## src/adc_cfg_defines.vh

```
// Constants for the A/D converter configuration block.
// Contract
// - Reference bit: 0 supply, 1 external pin.
// - Clock field divides system clock by two-powers.
// - Pin0 enable set makes analog channel 0.
// - Pin1 enable set makes analog channel 1.
// - Channel 3 gives no usable conversion source.
`ifndef ADC_CFG_DEFINES_VH
`define ADC_CFG_DEFINES_VH
`define OFS_ADC_CONTROL_SECOND 4'h0
`define OFS_ANALOG_INPUT_ENABLE_LOW 4'h4
`define OFS_ADC_STATUS 4'h8
`define CTRL_WMASK 8'h17
`define ENAB_WMASK 8'h0F
`define CTRL_RESET 8'h00
`define ENAB_RESET 8'h0F
`define BIT_REF_SEL 4
`define DIV_MSB 2
`define DIV_LSB 0
`define RESP_OKAY 2'h0
`define RESP_SLVERR 2'h2
`endif

```

## src/adc_clk_divider.v

```verilog
// Programmable power-of-two divider that makes the converter clock enable.
`timescale 1ns/1ps
module adc_clk_divider (
  input wire clk,
  input wire rst_b,
  input wire [2:0] sel,
  output reg tick,
  output wire valid
);
  reg [5:0] cnt_q;
  reg [5:0] limit;

  // Terminal count per setting; code 111 is undefined and gives no tick.
  always @* begin
    case (sel)
      3'h0: limit = 6'h00;
      3'h1: limit = 6'h01;
      3'h2: limit = 6'h03;
      3'h3: limit = 6'h07;
      3'h4: limit = 6'h0F;
      3'h5: limit = 6'h1F;
      3'h6: limit = 6'h3F;
      default: limit = 6'h3F;
    endcase
  end

  assign valid = (sel != 3'h7);

  // Free-running count; restarts when it reaches the limit so a setting change settles in one period.
  always @(posedge clk or negedge rst_b) begin
    if (!rst_b) begin
      cnt_q <= 6'h00;
      tick <= 1'b0;
    end else if (cnt_q >= limit) begin
      cnt_q <= 6'h00;
      tick <= valid;
    end else begin
      cnt_q <= cnt_q + 6'h01;
      tick <= 1'b0;
    end
  end
endmodule

```

## src/adc_ref_clock_input_select.v

```verilog
// AXI4-Lite register block for A/D reference, clock divider and analog pin enables.
`timescale 1ns/1ps
`include "adc_cfg_defines.vh"
module adc_ref_clock_input_select (
  input wire CLK,
  input wire RST_B,
  input wire [3:0] S_AXI_AWADDR,
  input wire S_AXI_AWVALID,
  output wire S_AXI_AWREADY,
  input wire [31:0] S_AXI_WDATA,
  input wire [3:0] S_AXI_WSTRB,
  input wire S_AXI_WVALID,
  output wire S_AXI_WREADY,
  output reg [1:0] S_AXI_BRESP,
  output reg S_AXI_BVALID,
  input wire S_AXI_BREADY,
  input wire [3:0] S_AXI_ARADDR,
  input wire S_AXI_ARVALID,
  output wire S_AXI_ARREADY,
  output reg [31:0] S_AXI_RDATA,
  output reg [1:0] S_AXI_RRESP,
  output reg S_AXI_RVALID,
  input wire S_AXI_RREADY,
  output reg REFERENCE_SOURCE_SELECT,
  output reg [2:0] CONVERSION_CLOCK_DIVIDER,
  output reg ANALOG_CHANNEL0_EN,
  output reg ANALOG_CHANNEL1_EN,
  output reg ANALOG_ENABLE_PIN2,
  output reg ANALOG_CHANNEL3_EN,
  output reg CONV_CLK_TICK
);
  reg [7:0] ctrl_q;
  reg [7:0] enab_q;
  reg [3:0] awaddr_q;
  reg aw_have_q;
  reg [7:0] wdata_q;
  reg w_lane0_q;
  reg w_have_q;
  wire tick;
  wire div_valid;
  wire do_write;
  wire aw_take;
  wire w_take;
  wire ar_take;
  wire b_done;
  wire r_done;
  wire [3:0] wr_word;
  wire [3:0] rd_word;
  wire wr_known;
  wire rd_known;

  // Byte-lane merge of a write into the writable bits only.
  function [7:0] merge;
    input [7:0] old;
    input [7:0] data;
    input [7:0] mask;
    begin
      merge = (old & ~mask) | (data & mask);
    end
  endfunction

  // Word address of a byte address; the two low bits never select anything.
  function [3:0] word_of;
    input [3:0] addr;
    begin
      word_of = addr & 4'hC;
    end
  endfunction

  // True for the three decoded words, so both channels refuse the same holes.
  function known_word;
    input [3:0] word;
    begin
      case (word)
        `OFS_ADC_CONTROL_SECOND: known_word = 1'b1;
        `OFS_ANALOG_INPUT_ENABLE_LOW: known_word = 1'b1;
        `OFS_ADC_STATUS: known_word = 1'b1;
        default: known_word = 1'b0;
      endcase
    end
  endfunction

  // Response code for a decoded or an undecoded word.
  function [1:0] resp_of;
    input known;
    begin
      if (known) begin
        resp_of = `RESP_OKAY;
      end else begin
        resp_of = `RESP_SLVERR;
      end
    end
  endfunction

  // Address and data are latched independently so the master may present them in either order.
  assign S_AXI_AWREADY = !aw_have_q && !S_AXI_BVALID;
  assign S_AXI_WREADY = !w_have_q && !S_AXI_BVALID;
  assign S_AXI_ARREADY = !S_AXI_RVALID;

  // One strobe per channel, true on the edge that moves an item.
  assign aw_take = S_AXI_AWVALID && S_AXI_AWREADY;
  assign w_take = S_AXI_WVALID && S_AXI_WREADY;
  assign ar_take = S_AXI_ARVALID && S_AXI_ARREADY;
  assign b_done = S_AXI_BVALID && S_AXI_BREADY;
  assign r_done = S_AXI_RVALID && S_AXI_RREADY;

  // The write commits only when both halves are held and the previous answer has gone.
  assign do_write = aw_have_q && w_have_q && !S_AXI_BVALID;

  // Word decode shared by the write and the read channel.
  assign wr_word = word_of(awaddr_q);
  assign rd_word = word_of(S_AXI_ARADDR);
  assign wr_known = known_word(wr_word);
  assign rd_known = known_word(rd_word);

  // Write channel capture; a held half blocks its own channel until the master takes the write response.
  always @(posedge CLK or negedge RST_B) begin
    if (!RST_B) begin
      awaddr_q <= 4'h0;
      aw_have_q <= 1'b0;
      wdata_q <= 8'h00;
      w_lane0_q <= 1'b0;
      w_have_q <= 1'b0;
    end else begin
      if (aw_take) begin
        awaddr_q <= S_AXI_AWADDR;
        aw_have_q <= 1'b1;
      end else if (do_write) begin
        aw_have_q <= 1'b0;
      end
      if (w_take) begin
        wdata_q <= S_AXI_WDATA[7:0];
        w_lane0_q <= S_AXI_WSTRB[0];
        w_have_q <= 1'b1;
      end else if (do_write) begin
        w_have_q <= 1'b0;
      end
    end
  end

  // Write response; it stands until the master takes it, which also reopens both write channels.
  always @(posedge CLK or negedge RST_B) begin
    if (!RST_B) begin
      S_AXI_BVALID <= 1'b0;
      S_AXI_BRESP <= `RESP_OKAY;
    end else if (do_write) begin
      S_AXI_BVALID <= 1'b1;
      S_AXI_BRESP <= resp_of(wr_known);
    end else if (b_done) begin
      S_AXI_BVALID <= 1'b0;
    end
  end

  // Configuration registers; only byte lane 0 carries register bits, so other lanes are ignored.
  always @(posedge CLK or negedge RST_B) begin
    if (!RST_B) begin
      ctrl_q <= `CTRL_RESET;
      enab_q <= `ENAB_RESET;
    end else if (do_write && w_lane0_q) begin
      case (wr_word)
        `OFS_ADC_CONTROL_SECOND: begin
          ctrl_q <= merge(ctrl_q, wdata_q, `CTRL_WMASK);
        end
        `OFS_ANALOG_INPUT_ENABLE_LOW: begin
          enab_q <= merge(enab_q, wdata_q, `ENAB_WMASK);
        end
        // Status and undecoded words leave every register as it is.
        default: begin
          ctrl_q <= ctrl_q;
          enab_q <= enab_q;
        end
      endcase
    end
  end

  // Read channel; status word shows the divider validity and tick so software sees live state.
  always @(posedge CLK or negedge RST_B) begin
    if (!RST_B) begin
      S_AXI_RVALID <= 1'b0;
      S_AXI_RDATA <= 32'h00000000;
      S_AXI_RRESP <= `RESP_OKAY;
    end else if (ar_take) begin
      S_AXI_RVALID <= 1'b1;
      S_AXI_RRESP <= resp_of(rd_known);
      case (rd_word)
        `OFS_ADC_CONTROL_SECOND: begin
          S_AXI_RDATA <= {24'h000000, ctrl_q & `CTRL_WMASK};
        end
        `OFS_ANALOG_INPUT_ENABLE_LOW: begin
          S_AXI_RDATA <= {24'h000000, enab_q & `ENAB_WMASK};
        end
        `OFS_ADC_STATUS: begin
          S_AXI_RDATA <= {30'h00000000, div_valid, tick};
        end
        default: begin
          S_AXI_RDATA <= 32'h00000000;
        end
      endcase
    end else if (r_done) begin
      S_AXI_RVALID <= 1'b0;
    end
  end

  adc_clk_divider u_div (
    .clk(CLK),
    .rst_b(RST_B),
    .sel(ctrl_q[`DIV_MSB:`DIV_LSB]),
    .tick(tick),
    .valid(div_valid)
  );

  // Configuration outputs other than ANALOG_CHANNEL3_EN, which is held low, are registered copies so they change one cycle after the write.
  always @(posedge CLK or negedge RST_B) begin
    if (!RST_B) begin
      REFERENCE_SOURCE_SELECT <= 1'b0;
      CONVERSION_CLOCK_DIVIDER <= 3'h0;
      ANALOG_CHANNEL0_EN <= 1'b1;
      ANALOG_CHANNEL1_EN <= 1'b1;
      ANALOG_ENABLE_PIN2 <= 1'b1;
      ANALOG_CHANNEL3_EN <= 1'b0;
      CONV_CLK_TICK <= 1'b0;
    end else begin
      REFERENCE_SOURCE_SELECT <= ctrl_q[`BIT_REF_SEL];
      CONVERSION_CLOCK_DIVIDER <= ctrl_q[`DIV_MSB:`DIV_LSB];
      ANALOG_CHANNEL0_EN <= enab_q[0];
      ANALOG_CHANNEL1_EN <= enab_q[1];
      ANALOG_ENABLE_PIN2 <= enab_q[2];
      ANALOG_CHANNEL3_EN <= 1'b0;
      CONV_CLK_TICK <= tick;
    end
  end
endmodule

```

## config.mk

```make
export PLATFORM = sky130hd
export DESIGN_NAME = adc_ref_clock_input_select
export DESIGN_NICKNAME = d
export VERILOG_FILES = /design/src/adc_clk_divider.v /design/src/adc_ref_clock_input_select.v
export VERILOG_INCLUDE_DIRS = /design/src
export SDC_FILE = /design/constraint.sdc
export NUM_CORES = 1
export LEC_CHECK = 0
export BUFFER_PORTS_ARGS = -buffer_cell sky130_fd_sc_hd__buf_2
export CORE_MARGIN = 4
export CORE_UTILIZATION = 40
export CTS_BUF_LIST = sky130_fd_sc_hd__clkbuf_4 sky130_fd_sc_hd__clkbuf_8 sky130_fd_sc_hd__clkbuf_16
export DETAILED_ROUTE_END_ITERATION = 8
export GPL_TIMING_DRIVEN = 0
export PLACE_DENSITY = 0.82
export SYNTH_ARGS = -nofsm -noshare
export SYNTH_HDL_FRONTEND = slang
export SYNTH_SLANG_ARGS = --single-unit
export TNS_END_PERCENT = 50
```

## constraint.sdc

```tcl
create_clock -name CLK -period 1.95 [get_ports CLK]
set_input_delay 0.0975 -clock CLK [delete_from_list [all_inputs] [get_ports CLK]]
set_output_delay 0.0975 -clock CLK [all_outputs]
set_load 0.02 [all_outputs]
```

# ---- After elaboration in Yosys (flattened, before gate mapping)
# Cells that the tools add are included.
dict set report totals {
  in_bits 51
  word_cells 74
  romBits 0
  ramBits 0
  out_inout_bits 50
  regBits 81
  latchBits 0
  memories 0
}
dict set report classes {
  n_mux 15
  n_lt_le_gt_ge 1
  n_reduce_logical 25
  eq_ne 10
  div 0
  n_bitwise 2
  n_mul 0
  addsub 1
  n_shift 0
}
# operator count
set ops {}
lappend ops {{one-hot mux 6 bit (6 select lines)} 1}
lappend ops {{one-hot mux 5 bit (3 select lines)} 1}
lappend ops {{logical AND 1 bit} 10}
lappend ops {{2-to-1 mux 1 bit} 10}
lappend ops {{zero test 4 bit} 2}
lappend ops {{OR 8 x 4 -> 8 bit} 1}
lappend ops {{OR 8 x 5 -> 8 bit} 1}
lappend ops {{nonzero test 2 bit} 4}
lappend ops {{adder 6 x 1 -> 6 bit, second input constant} 1}
lappend ops {{equality test 3 x 2 -> 1 bit, second input constant} 2}
lappend ops {{equality test 3 bit, second input constant} 2}
lappend ops {{>= comparator 6 bit} 1}
lappend ops {{2-to-1 mux 6 bit} 1}
lappend ops {{OR reduction 3 bit} 2}
lappend ops {{equality test 2 x 1 -> 1 bit, second input constant} 2}
lappend ops {{equality test 2 bit, second input constant} 2}
lappend ops {{zero test 1 bit} 4}
lappend ops {{2-to-1 mux 2 bit} 2}
lappend ops {{AND reduction 2 bit} 2}
lappend ops {{equality test 3 x 1 -> 1 bit, second input constant} 1}
lappend ops {{zero test 3 bit} 1}
lappend ops {{!= test 3 bit, second input constant} 1}

# ---- Logic depth before layout (Yosys ltp)
# Gate-level depths: netlist of the first run.
dict set report logic_depth {
  depth_word 4
  depth_mapped 7
  mapped_depth_nobuf 6
}

# ---- By module
# From an unflattened synthesis of the first run, not the netlist that was laid out.
dict set report hier_totals {
  hier_cells 175
  area_unflattened_um2 2053.2
}
# mod area_per_inst_um2 seq_area_each_um2 n_inst cells_per_inst
set modules_own_cells {}
lappend modules_own_cells {adc_ref_clock_input_select 1590.3 884.6 1 130}
lappend modules_own_cells {adc_clk_divider 462.9 175.2 1 45}

# ---- Least setup slack after synthesis of the first run
# Ideal clock, no wire load.
dict set report synth_timing {
  path_type {register to register}
  start {register ctrl_q[1]}
  end {register u_div.tick}
  setup_ps 119
  period_less_slack_ps 1952
  stages_incl_launch_ff 8
  path_slack_ps -2
  path_buffers 1
  t_arrival_ps 1833
  required_time_ps 1831
  cell_sequence {dfrtp_1 clkbuf_1 or3_1 ha_1 nand2b_1 a21oi_1 o221ai_1 and2_1}
}
dict set report synth_between {
  elab_chain_cells 4
  elab_cells_between_ends 10
  cone_classes {order compare (1); eq/ne (6); mux (2); reduce/logical (1)}
}
# element line
set synth_rtl {}
lappend synth_rtl {{start, declared} adc_ref_clock_input_select.v:32} ;# reg [7:0] ctrl_q;
lappend synth_rtl {{start signal, assigned} adc_ref_clock_input_select.v:157} ;# ctrl_q <= `CTRL_RESET;
lappend synth_rtl {{start signal, assigned} adc_ref_clock_input_select.v:162} ;# ctrl_q <= merge(ctrl_q, wdata_q, `CTRL_WMASK);
lappend synth_rtl {{start signal, assigned} adc_ref_clock_input_select.v:169} ;# ctrl_q <= ctrl_q;
lappend synth_rtl {{equality test 3 bit (tied with other cells)} adc_clk_divider.v:15} ;# case (sel)
lappend synth_rtl {{one-hot mux 6 bit (6 select lines)} adc_clk_divider.v:15}
lappend synth_rtl {{>= comparator 6 bit} adc_clk_divider.v:34} ;# end else if (cnt_q >= limit) begin
lappend synth_rtl {{2-to-1 mux 1 bit (*)} adc_clk_divider.v:34}
lappend synth_rtl {{end signal, assigned} adc_clk_divider.v:36} ;# tick <= valid;
lappend synth_rtl {{end, declared} adc_clk_divider.v:7} ;# output reg tick,
# Every way passes the cells marked *; elsewhere a longest branch is shown, timed or not.
# A chain may end at the register's enable or synchronous reset.

# ---- Worst setup path after layout of the first run
# Same ends and word-level chain as after synthesis.

==> results of run 1 <==
==> layout by cell type, fill, tap and decap left out, types with 2 or more instances in the layout <==
cell and count:
buf_4 37, buf_2 35, dfrtp_1 32, conb_1 30
nand2_1 12, nor2_1 11, o21ai_0 9, mux2_2 8
dfstp_2 7, inv_1 7, ha_1 7, clkbuf_8 5
nand3_1 4, mux2_1 4, nor2b_1 4, mux2_4 4
a21oi_1 3, clkbuf_1 3, dfrtp_2 3, dlygate4sd3_1 3
nand4_1 2, xor2_1 2, xnor2_1 2, mux2i_1 2
o21a_1 2, clkinv_2 2
==> timing repair <==
action	CTS	global route
endpoints found under the setup margin	7	7
endpoints found under the hold margin	37	0
gates resized for setup	1	3
setup buffers	0	7
hold buffers	3	0
cloned	0	0
pin swaps	0	1
==> where the power goes <==
part / switching (mW) / total (mW) / internal, mW
Combinational: 0.736 / 1.43 / 0.691
Sequential: 0.271 / 1.56 / 1.29
Clock: 0.283 / 0.545 / 0.262
Total: 1.29 / 3.53 / 2.24
==> registers in the layout, summed over array words and instances, names as in the netlist, 2 cells and up <==
signal                    count
S_AXI_RDATA                   5
u_div.cnt_q                   6
enab_q                        4
CONVERSION_CLOCK_DIVIDER      3
wdata_q                       5
ctrl_q                        4
awaddr_q                      2
==> metal layers <==
layer	vias up	track usage [%]	routed length, µm
met5	-	0	0
met4	0	3.61	27
met3	4	4.54	229
met2	45	19.3	1610
met1	597	13.4	1490
li1	685	-	-
==> metrics by stage <==
| step | std cells | total power [mW] | utilization, % | hold slack [ns] |
|---|---|---|---|---|
| 2_1_floorplan | 205 | 2.53 | - | -0.198 |
| 3_3_place_gp | 306 | 2.86 | 49.8 | 0.263 |
| 3_5_place_dp | 306 | 2.91 | 49.8 | 0.278 |
| 4_1_cts | 315 | 3.45 | 52.1 | 0.0289 |
| 5_1_grt | 322 | 3.80 | 53.3 | 0.0187 |
| 6_report | 322 | 3.53 | 53.3 | 0.0337 |
==> final cells by class <==
cell class	count	area [µm²]	area share (%)
Clock inverter	2	10.0	0.392
Sequential cell	42	1060	41.7
Timing Repair Buffer	44	253	9.91
Inverter	7	26.3	1.03
Buffer	34	241	9.47
Tap cell	67	83.8	3.29
Clock buffer	6	76.3	2.99
Multi-Input combinational cell	120	797	31.2
==> logic make-up after synthesis <==
family,Yosys count,synth area share (%)
muxes,18,10.7
AOI/OAI and AO/OA,20,5.97
buffers and inverters,43,13.7
and+or+nand+nor,41,10.8
other,1,0.186
xor gates and xnor gates,4,1.74
DFF,42,52.6
adders and majority gates,7,4.35
==> final timing paths <==
| check | startpoint | to | slack (ns) | cells past startpoint |
|---|---|---|---|---|
| setup / recovery | ctrl_q[1]$_DFFE_PN0P_ | u_div.tick$_DFF_PN0_ | 0.10 | 6 |
| hold / removal | S_AXI_AWADDR[3] | awaddr_q[3]$_DFFE_PN0P_ | 0.03 | 2 |
| max in group asynchronous | RST_B | ctrl_q[0]$_DFFE_PN0P_ | 0.88 | 2 |
| setup reg to reg | ctrl_q[1]$_DFFE_PN0P_ | u_div.tick$_DFF_PN0_ | 0.10 | 6 |
| hold reg to reg | enab_q[2]$_DFFE_PN1P_ | ANALOG_ENABLE_PIN2$_DFF_PN1_ | 0.38 | 0 |
| min in group asynchronous | RST_B | u_div.cnt_q[3]$_DFF_PN0_ | 0.47 | 2 |
==> critical path: cells and delay by family, from the launching register on <==
kind	cells	cell delay [ns]
flops	1	0.43
simple gates	3	0.71
compound gates	2	0.34
fa+ha+maj	1	0.27
==> metrics.txt, run 1 <==
Worst Setup Path Type register to register; top post-synthesis cells by count 35 x dfrtp_1, 30 x buf_4, 12 x nand2_1; min-delay worst type primary input to register; global placer's final weighted congestion 0.783; Most used DFF post-synth dfrtp_1; Die Span Y about 79 µm; via count ~1300; Arrival @ worst endpoint slightly above 2 ns; Detail Route Antenna Nets 0; I/O pin count between 100 and 150; clock root cell clkbuf_8; Synth cell types 35; Max Cap Viol 0; ys async rst share 100%; worst setup margin slightly above 0.1 ns; cell taking the most area after synthesis dfrtp_1; RSZ-0062 raised after global routing no; worst vdd ir 565 µV; startpoint class of the critical path register; total wire length approximately 3400 µm; Least-Margin Pin Slew about 0.9 ns; CORE AREA 4790 µm²; Synth Warn # 0; layout cell share with drive strength beyond 1 ~42%; max_slew headroom between 40% and 50%; Area Overhead vs Synth 26.7%; top-count cell post-synth dfrtp_1; number of CTS-inserted buffers 5; Power Density roughly 1400 nW/µm²; # port buffers 34; Crit path required time 2.14 ns; EDFF count, synth 0; Synth Instances ~180; Vias/cell approximately 4.1; crit path cell chain or3_1 > ha_1 > nand2b_1 > a21oi_2 > o221ai_2 > and2_1; Filler Cell Count 441; Die W 78.9 µm; final setup vio count 0; Clock transition at path regs ~0.080 ns; Post-Syn Area around 2000 µm²; starting density of the core between 40% and 50%; DP HPWL ~2600 µm; largest net degree at the start of global routing 43; largest cells by area after synthesis dfrtp_1 44%, buf_4 11%, dfstp_2 9.1%, mux2_2 4.5%, ha_1 4.4%; Design Area, Final 2550 µm²; CP endpoint kind register; share of the synthesized area in the top cell type between 40% and 50%; fin crit period roughly 1.8 ns; Crit Path Max Fanout 7; Final period util a little over nine tenths; fin. max-slew vios 0; Worst path slowest cell dfrtp_2; max incr delay on CP 0.43 ns; initial antenna violation count 0; Die ar. roughly 6200 µm²; Synth Register Bits 42; CTS tree built; Pre-antenna DRT Iters 4; Antenna Cells 0; outcome finished clean; Total Nets Final roughly 310; static leakage about 1.3 nW; skew final 0.00584 ns; Syn Area/Cell between 10 and 15 µm²; CTS Buffer Depth 2; Clock Sinks 42; first-pass GRT wire length 5640 µm; worst-skew pair later-pin latency 0.29 ns; Final Hold Vio Count 0; final setup TNS 0 ns; DRC 0; H-tree depth 2; placed cell area around 2400 µm²; vias in the first global route around 1300; Fmax achieved approximately 540 MHz; GRT overflow 0; # rows 25; worst slack at placement -0.118 ns; WL/cell roughly 10 µm; initial drt markers 44; Tot GR Track Use 11.5%; sequential area share after synthesis between 50 and 60%
Note: power is estimated with default switching activity, not from simulation.
==> inputs of run 2 (changes only) <==
--- a/config.mk
+++ b/config.mk
@@ -7,13 +7,16 @@
 export NUM_CORES = 1
 export LEC_CHECK = 0
 export BUFFER_PORTS_ARGS = -buffer_cell sky130_fd_sc_hd__buf_2
+export CAP_MARGIN = 10
 export CORE_MARGIN = 4
 export CORE_UTILIZATION = 40
 export CTS_BUF_LIST = sky130_fd_sc_hd__clkbuf_4 sky130_fd_sc_hd__clkbuf_8 sky130_fd_sc_hd__clkbuf_16
 export DETAILED_ROUTE_END_ITERATION = 8
 export GPL_TIMING_DRIVEN = 0
 export PLACE_DENSITY = 0.82
+export RECOVER_POWER = 100
 export SYNTH_ARGS = -nofsm -noshare
 export SYNTH_HDL_FRONTEND = slang
+export SYNTH_HIERARCHICAL = 1
 export SYNTH_SLANG_ARGS = --single-unit
 export TNS_END_PERCENT = 50
==> run 2 against run 1 <==
Against the previous run:
- clock power rose by 6.2%
- combinational power is 8% higher
- clock-buffer cell count stayed put
- die area increased by 1.8%
- critical path depth stayed put
- largest cell class unchanged
- cell area up 1.1%
- synthesized cell count is 0.57% lower
- sequential share of layout area fell by 0.46 points
- sequential power grew 3%
- register-to-register slack got worse by 0.04 ns
- synthesized area increased by 2.0%
==> metrics.txt, run 2 <==
min-delay worst type primary input to register; vias in the first global route 1356 (+5.8%); number of CTS-inserted buffers 5 (unchanged); Max Cap Viol 0 (unchanged); Final Hold Vio Count 0 (unchanged); Area Overhead vs Synth 25.7%; # port buffers 35 (+2.9%); Vias/cell 4.18 (+1.1%); Tot GR Track Use 11.9% (+0.47 points); static leakage 1.35 nW (+0.96%); CTS tree built; Clock Sinks 42 (unchanged); top post-synthesis cells by count 35 x dfrtp_1, 30 x buf_4, 12 x mux2_2, 12 x nand2_1, 12 x nor2_1; Antenna Cells 0 (unchanged); sequential area share after synthesis 51.6% (-1.0 points); largest cells by area after synthesis dfrtp_1 43%, buf_4 11%, dfstp_2 9.0%, mux2_2 6.6%, ha_1 4.3%; Synth cell types 36 (+2.9%); Crit path required time 2.13 ns (about the same); r2r startpoint ctrl_q[0]$_DFFE_PN0P_; r2r setup slk 0.06 ns (-0.04 ns); startpoint class of the critical path register; Die Span Y 79.6 µm (+0.89%); Synth Instances 175 (-0.57%); Sw Ratio 37.5% (+0.96 points); Fmax achieved 529 MHz (-2.2%); cell taking the most area after synthesis dfrtp_1; Worst Hold Path Cells 2 (unchanged); first-pass GRT wire length 5980 µm (+6.1%); Total Nets Final 311 (-0.32%); Psw 1.40 mW (+8.5%); CTS Buffer Depth 2 (unchanged); Final period util 96.9% (+2.1 points); R2R depth 6 (unchanged); share of the synthesized area in the top cell type 42.7% (-0.85 points); Die ar. 6340 µm² (+1.8%); final setup vio count 0 (unchanged); Die W 79.6 µm (+0.89%); Reg2Reg Capture Point u_div/tick$_DFF_PN0_; CP endpoint kind register; global placer's final weighted congestion 0.779 (-0.57%); commonest non-fill, non-tap cell in the layout buf_2; initial drt markers 97 (+120%); max_slew headroom 39.8% (-1.3 points); overall power 3.73 mW (+5.8%); H-tree depth 2 (unchanged); Combinational Power Share 41.6% (+1.2 points); Worst Setup Path Type register to register; skew final 0.00583 ns (-0.00000816 ns); Least-Margin Pin Slew 0.903 ns (+0.0200 ns); EDFF count, synth 0 (unchanged); cell-internal power 2.33 mW (+4.2%); GRT overflow 0 (unchanged); Synth Warn # 6 (+6); I/O pin count 101 (unchanged); CORE AREA 4850 µm² (+1.3%); top flop regs u_div/cnt_q (6), S_AXI_RDATA (5), wdata_q (5); Hold Path End wdata_q[3]$_DFFE_PN0P_; DRC 0 (unchanged); Crit Path Max Fanout 7 (unchanged); max reg flops 6 (unchanged); Post-Syn Area 2050 µm² (+2.0%); total wire length 3630 µm (+8.2%); outcome finished clean; Clock transition at path regs 0.08 ns (about the same); DP HPWL 2750 µm (+5.6%); Detail Route Antenna Nets 0 (unchanged); Synth Register Bits 42 (unchanged); clock root cell clkbuf_8; worst hold start S_AXI_WDATA[3]; fin crit period 1.89 ns (+0.0408 ns); final setup TNS 0 ns (unchanged); layout cell share with drive strength beyond 1 44.5% (+2.1 points); via count 1341 (+0.75%); Syn Area/Cell 11.7 µm² (+2.6%); most frequent cells in the layout 35 x buf_2, 34 x buf_4, 32 x dfrtp_1; most flop-heavy register u_div/cnt_q; Most used DFF post-synth dfrtp_1; Power Density 1450 nW/µm² (+4.6%); ys async rst share 100% (unchanged); top-count cell post-synth dfrtp_1; Clock Power Share 15.5% (about the same); Arrival @ worst endpoint 2.07 ns (+0.03 ns); worst vdd ir 785 µV (+39%); share of power burned in registers 42.9% (-1.2 points); largest net degree at the start of global routing 43 (unchanged); Pre-antenna DRT Iters 4 (unchanged); # rows 25 (unchanged); fin. max-slew vios 0 (unchanged); worst-skew pair later-pin latency 0.29 ns (about the same); initial antenna violation count 0 (unchanged); WL/cell 11.3 µm (+8.6%); starting density of the core 42.3% (+0.28 points)
==> run 2: cell types whose count changed in the layout (fill, tap and decap cells not counted), moves of 2 or more <==
| cell | previous run | this run |
|---|---|---|
| mux2_2 | 8 | 12 |
| or2_2 | 0 | 2 |
| buf_4 | 37 | 34 |
| o21ai_0 | 9 | 5 |
| mux2_1 | 4 | 0 |
| a21oi_1 | 3 | 7 |
| nor2b_1 | 4 | 2 |
| and2b_1 | 0 | 3 |
| inv_1 | 7 | 5 |
==> run 2: through the flow <==
step / utilization [%] / cells / setup slack, ns / instance area, µm² / hold slack [ns]
floorplan: - / 204 / 0.145 / 2160 / -0.198
global placement: 49.9 / 306 / 0.0481 / 2420 / 0.259
detailed placement: 49.9 / 306 / 0.00408 / 2420 / 0.276
CTS: 52.5 / 317 / 0.00188 / 2550 / 0.0260
global route: 53.2 / 321 / -0.0101 / 2580 / 0.0221
finish: 53.2 / 321 / 0.0612 / 2580 / 0.0308
==> run 2: logic make-up (layout without fill, tap and decap cells) <==
group / count (synthesis) / count (layout) / share of synthesized area (%)
AND/OR/NAND/NOR: 47 / 47 / 13.1
buffers and inverters: 38 / 88 / 12.4
flip-flops: 42 / 42 / 51.6
AO/OA/AOI/OAI: 17 / 17 / 5.73
other: 1 / 30 / 0.183
adder cells (fa/ha/maj): 7 / 7 / 4.27
XOR/XNOR: 4 / 4 / 1.71
multiplexers: 19 / 19 / 11.0
==> run 2: worst max-delay path, stage by stage (launching register included) <==
cell and delay (ns):
dfrtp_2 0.46, or3_1 0.36, ha_1 0.28, nand2b_4 0.14, a21oi_2 0.19, o221ai_4 0.17, and2_1 0.18
==> run 2: layout make-up <==
type	instances	area, µm²
Buffer	33	236
Clock buffer	6	82.6
Clock inverter	2	12.5
Fill cell	433	2270
Inverter	5	18.8
Multi-Input combinational cell	124	847
Sequential cell	42	1060
Tap cell	67	83.8
Timing Repair Buffer	42	235
==> run 2: power by group through the flow <==
stage	logic [mW]	registers, mW	clock network [mW]
final	1.55	1.60	0.579
after global routing	1.71	1.65	0.636
after CTS	1.50	1.61	0.597
after detailed placement	1.50	1.63	0
after global placement	1.43	1.60	0
after floorplan	0.993	1.70	0
==> run 2: worst max-delay path by stage <==
stage	from	to	slack, ns	depth (start not counted)
6_report	ctrl_q[0]$_DFFE_PN0P_	u_div/tick$_DFF_PN0_	0.06	6
5_1_grt	ctrl_q[0]$_DFFE_PN0P_	u_div/tick$_DFF_PN0_	-0.01	6
4_1_cts	ctrl_q[1]$_DFFE_PN0P_	u_div/tick$_DFF_PN0_	0.002	6
3_5_place_dp	ctrl_q[1]$_DFFE_PN0P_	u_div/tick$_DFF_PN0_	0.004	6
3_3_place_gp	ctrl_q[1]$_DFFE_PN0P_	u_div/tick$_DFF_PN0_	0.05	6
2_1_floorplan	ctrl_q[1]$_DFFE_PN0P_	u_div/tick$_DFF_PN0_	0.15	6
==> run 2: per-layer routing <==
layer	GRT usage [%]	up-vias	wire length (µm)
li1	-	678	-
met1	14.6	616	1520
met2	20.1	42	1810
met3	3.61	5	260
met4	3.61	0	29
met5	0	-	0
==> run 2: what timing repair did <==
item                       in CTS  in global routing
setup buffers                   0                  4
hold buffers                    3                  0
gates resized for setup         0                  3
hold endpoints to repair       37                  0
setup endpoints to repair       0                  5
==> inputs of run 3 (changes only) <==
--- a/config.mk
+++ b/config.mk
@@ -13,6 +13,7 @@
 export CTS_BUF_LIST = sky130_fd_sc_hd__clkbuf_4 sky130_fd_sc_hd__clkbuf_8 sky130_fd_sc_hd__clkbuf_16
 export DETAILED_ROUTE_END_ITERATION = 8
 export GPL_TIMING_DRIVEN = 0
+export MAX_ROUTING_LAYER = met4
 export PLACE_DENSITY = 0.82
 export RECOVER_POWER = 100
 export SYNTH_ARGS = -nofsm -noshare
==> run 3 against run 2 <==
Against the previous run:
- clock power decreased by 0.7%
- critical path type unchanged
- maximum frequency rose by 0.14%
- clock-buffer cell count did not move
- power shrank 0.15%
- largest cell class unchanged
- flip-flop and latch count unchanged
- critical endpoint unchanged
- die area is the same
- clock skew down 0.0023 ns
- utilization unchanged
- via count down 0.45%
==> metrics.txt, run 3 (synthesis gave the netlist of run 2 again) <==
Vias/cell 4.16 (-0.45%); min-delay worst type primary input to register; # port buffers 35 (unchanged); fin. max-slew vios 0 (unchanged); most flop-heavy register u_div/cnt_q; highest routed layer met4; number of CTS-inserted buffers 5 (unchanged); Total Nets Final 311 (unchanged); total wire length 3610 µm (-0.61%); vias in the first global route 1358 (+0.15%); clock root cell clkbuf_8; static leakage 1.35 nW (unchanged); CTS Buffer Depth 2 (unchanged); r2r setup slk 0.06 ns (about the same); CTS tree built; initial antenna violation count 0 (unchanged); Final period util 96.7% (-0.14 points); DRC 0 (unchanged); Max Cap Viol 0 (unchanged); startpoint class of the critical path register; largest net degree at the start of global routing 43 (unchanged); WL met1 1520 µm (-0.39%); Crit path required time 2.13 ns (about the same); CP endpoint kind register; Clock Sinks 42 (unchanged); WL/cell 11.2 µm (-0.61%); via count 1335 (-0.45%); Area Overhead vs Synth 25.7% (unchanged); first-pass GRT wire length 5980 µm (unchanged); # rows 25 (unchanged); global placer's final weighted congestion 0.790 (+1.4%); final setup TNS 0 ns (unchanged); fin crit period 1.89 ns (-0.00270 ns); most frequent cells in the layout 35 x buf_2, 34 x buf_4, 32 x dfrtp_1; Antenna Cells 0 (unchanged); CORE AREA 4850 µm² (unchanged); worst-skew pair later-pin latency 0.29 ns (about the same); hold slack 0.0340 ns (+0.00315 ns); Power Density 1440 nW/µm² (-0.15%); Arrival @ worst endpoint 2.07 ns (about the same); H-tree depth 2 (unchanged); Fmax achieved 530 MHz (+0.14%); worst vdd ir 785 µV (about the same); I/O pin count 101 (unchanged); Clock transition at path regs 0.08 ns (about the same); met2 WL 1800 µm (-0.94%); DP HPWL 2750 µm (unchanged); Detail Route Antenna Nets 0 (unchanged); Least-Margin Pin Slew 0.897 ns (-0.00638 ns); skew final 0.00354 ns (-0.00230 ns); Die ar. 6340 µm² (unchanged); Tot GR Track Use 12.2% (+0.32 points); Filler Cell Count 433 (unchanged); Die W 79.6 µm (unchanged); Pre-antenna DRT Iters 4 (unchanged); max_slew headroom 40.2% (+0.43 points); outcome finished clean; final setup vio count 0 (unchanged); starting density of the core 42.3% (unchanged); Crit Path Max Fanout 7 (unchanged); initial drt markers 107 (+10%); max reg flops 6 (unchanged); GRT overflow 0 (unchanged); commonest non-fill, non-tap cell in the layout buf_2; WL met3 261 µm (+0.38%); top flop regs u_div/cnt_q (6), S_AXI_RDATA (5), wdata_q (5); Final Hold Vio Count 0 (unchanged); Die Span Y 79.6 µm (unchanged); layout cell share with drive strength beyond 1 44.5% (unchanged); Worst Setup Path Type register to register
run 3: cell counts in the layout (fill, tap and decap cells not counted):
Identical to the previous run, type by type.
run 3: worst paths after layout:
path                                       start                            to  cells after the start
setup / recovery           ctrl_q[1]$_DFFE_PN0P_          u_div/tick$_DFF_PN0_                      6
hold / removal                    S_AXI_WDATA[3]        wdata_q[3]$_DFFE_PN0P_                      2
setup reg to reg           ctrl_q[1]$_DFFE_PN0P_          u_div/tick$_DFF_PN0_                      6
hold reg to reg            enab_q[0]$_DFFE_PN1P_  ANALOG_CHANNEL0_EN$_DFF_PN1_                      0
max in group asynchronous                  RST_B         ctrl_q[2]$_DFFE_PN0P_                      2
min in group asynchronous                  RST_B        wdata_q[4]$_DFFE_PN0P_                      2
run 3: power breakdown:
group / internal, mW / switching, mW / total, mW / leakage (nW)
sequential: 1.29 / 0.304 / 1.60 / 0.506
clock: 0.284 / 0.291 / 0.575 / 0.0472
combinational: 0.754 / 0.800 / 1.55 / 0.795
run 3: timing repair:
action                                  CTS  global route
gates resized for setup                   0             3
endpoints found under the hold margin    37             0
buffers inserted                          0             4
endpoints found under the setup margin    0             5
hold buffers                              3             0
run 3: stage by stage:
step	worst slack (ns)	area, µm²	utilization (%)	power (mW)	instances
final	0.0639	2580	53.2	3.73	321
after global routing	-0.0101	2580	53.2	4.00	321
after CTS	0.00188	2550	52.5	3.71	317
after detailed placement	0.00408	2420	49.9	3.12	306
after global placement	0.0481	2420	49.9	3.03	306
after floorplan	0.145	2160	-	2.70	204
run 3: cell type report:
class	instances	area [µm²]	area share, %
clock buffer	6	82.6	3.20
inverter	5	18.8	0.727
sequential	42	1060	41.2
timing repair buffer	42	235	9.12
clock inverter	2	12.5	0.485
buffer	33	236	9.17
multi-input combinational	124	847	32.8
tap	67	83.8	3.25
run 3: worst max-delay path: stages, from the launching register on:
cell and delay [ns]:
dfrtp_2 0.44, or3_1 0.38, ha_1 0.28, nand2b_4 0.14, a21oi_2 0.19, o221ai_4 0.17, and2_1 0.18
run 3: layer usage:
layer,vias up,track usage (%)
met3,5,3.61
met1,612,14.6
met2,42,20.1
met5,-,-
li1,676,-
met4,0,3.61
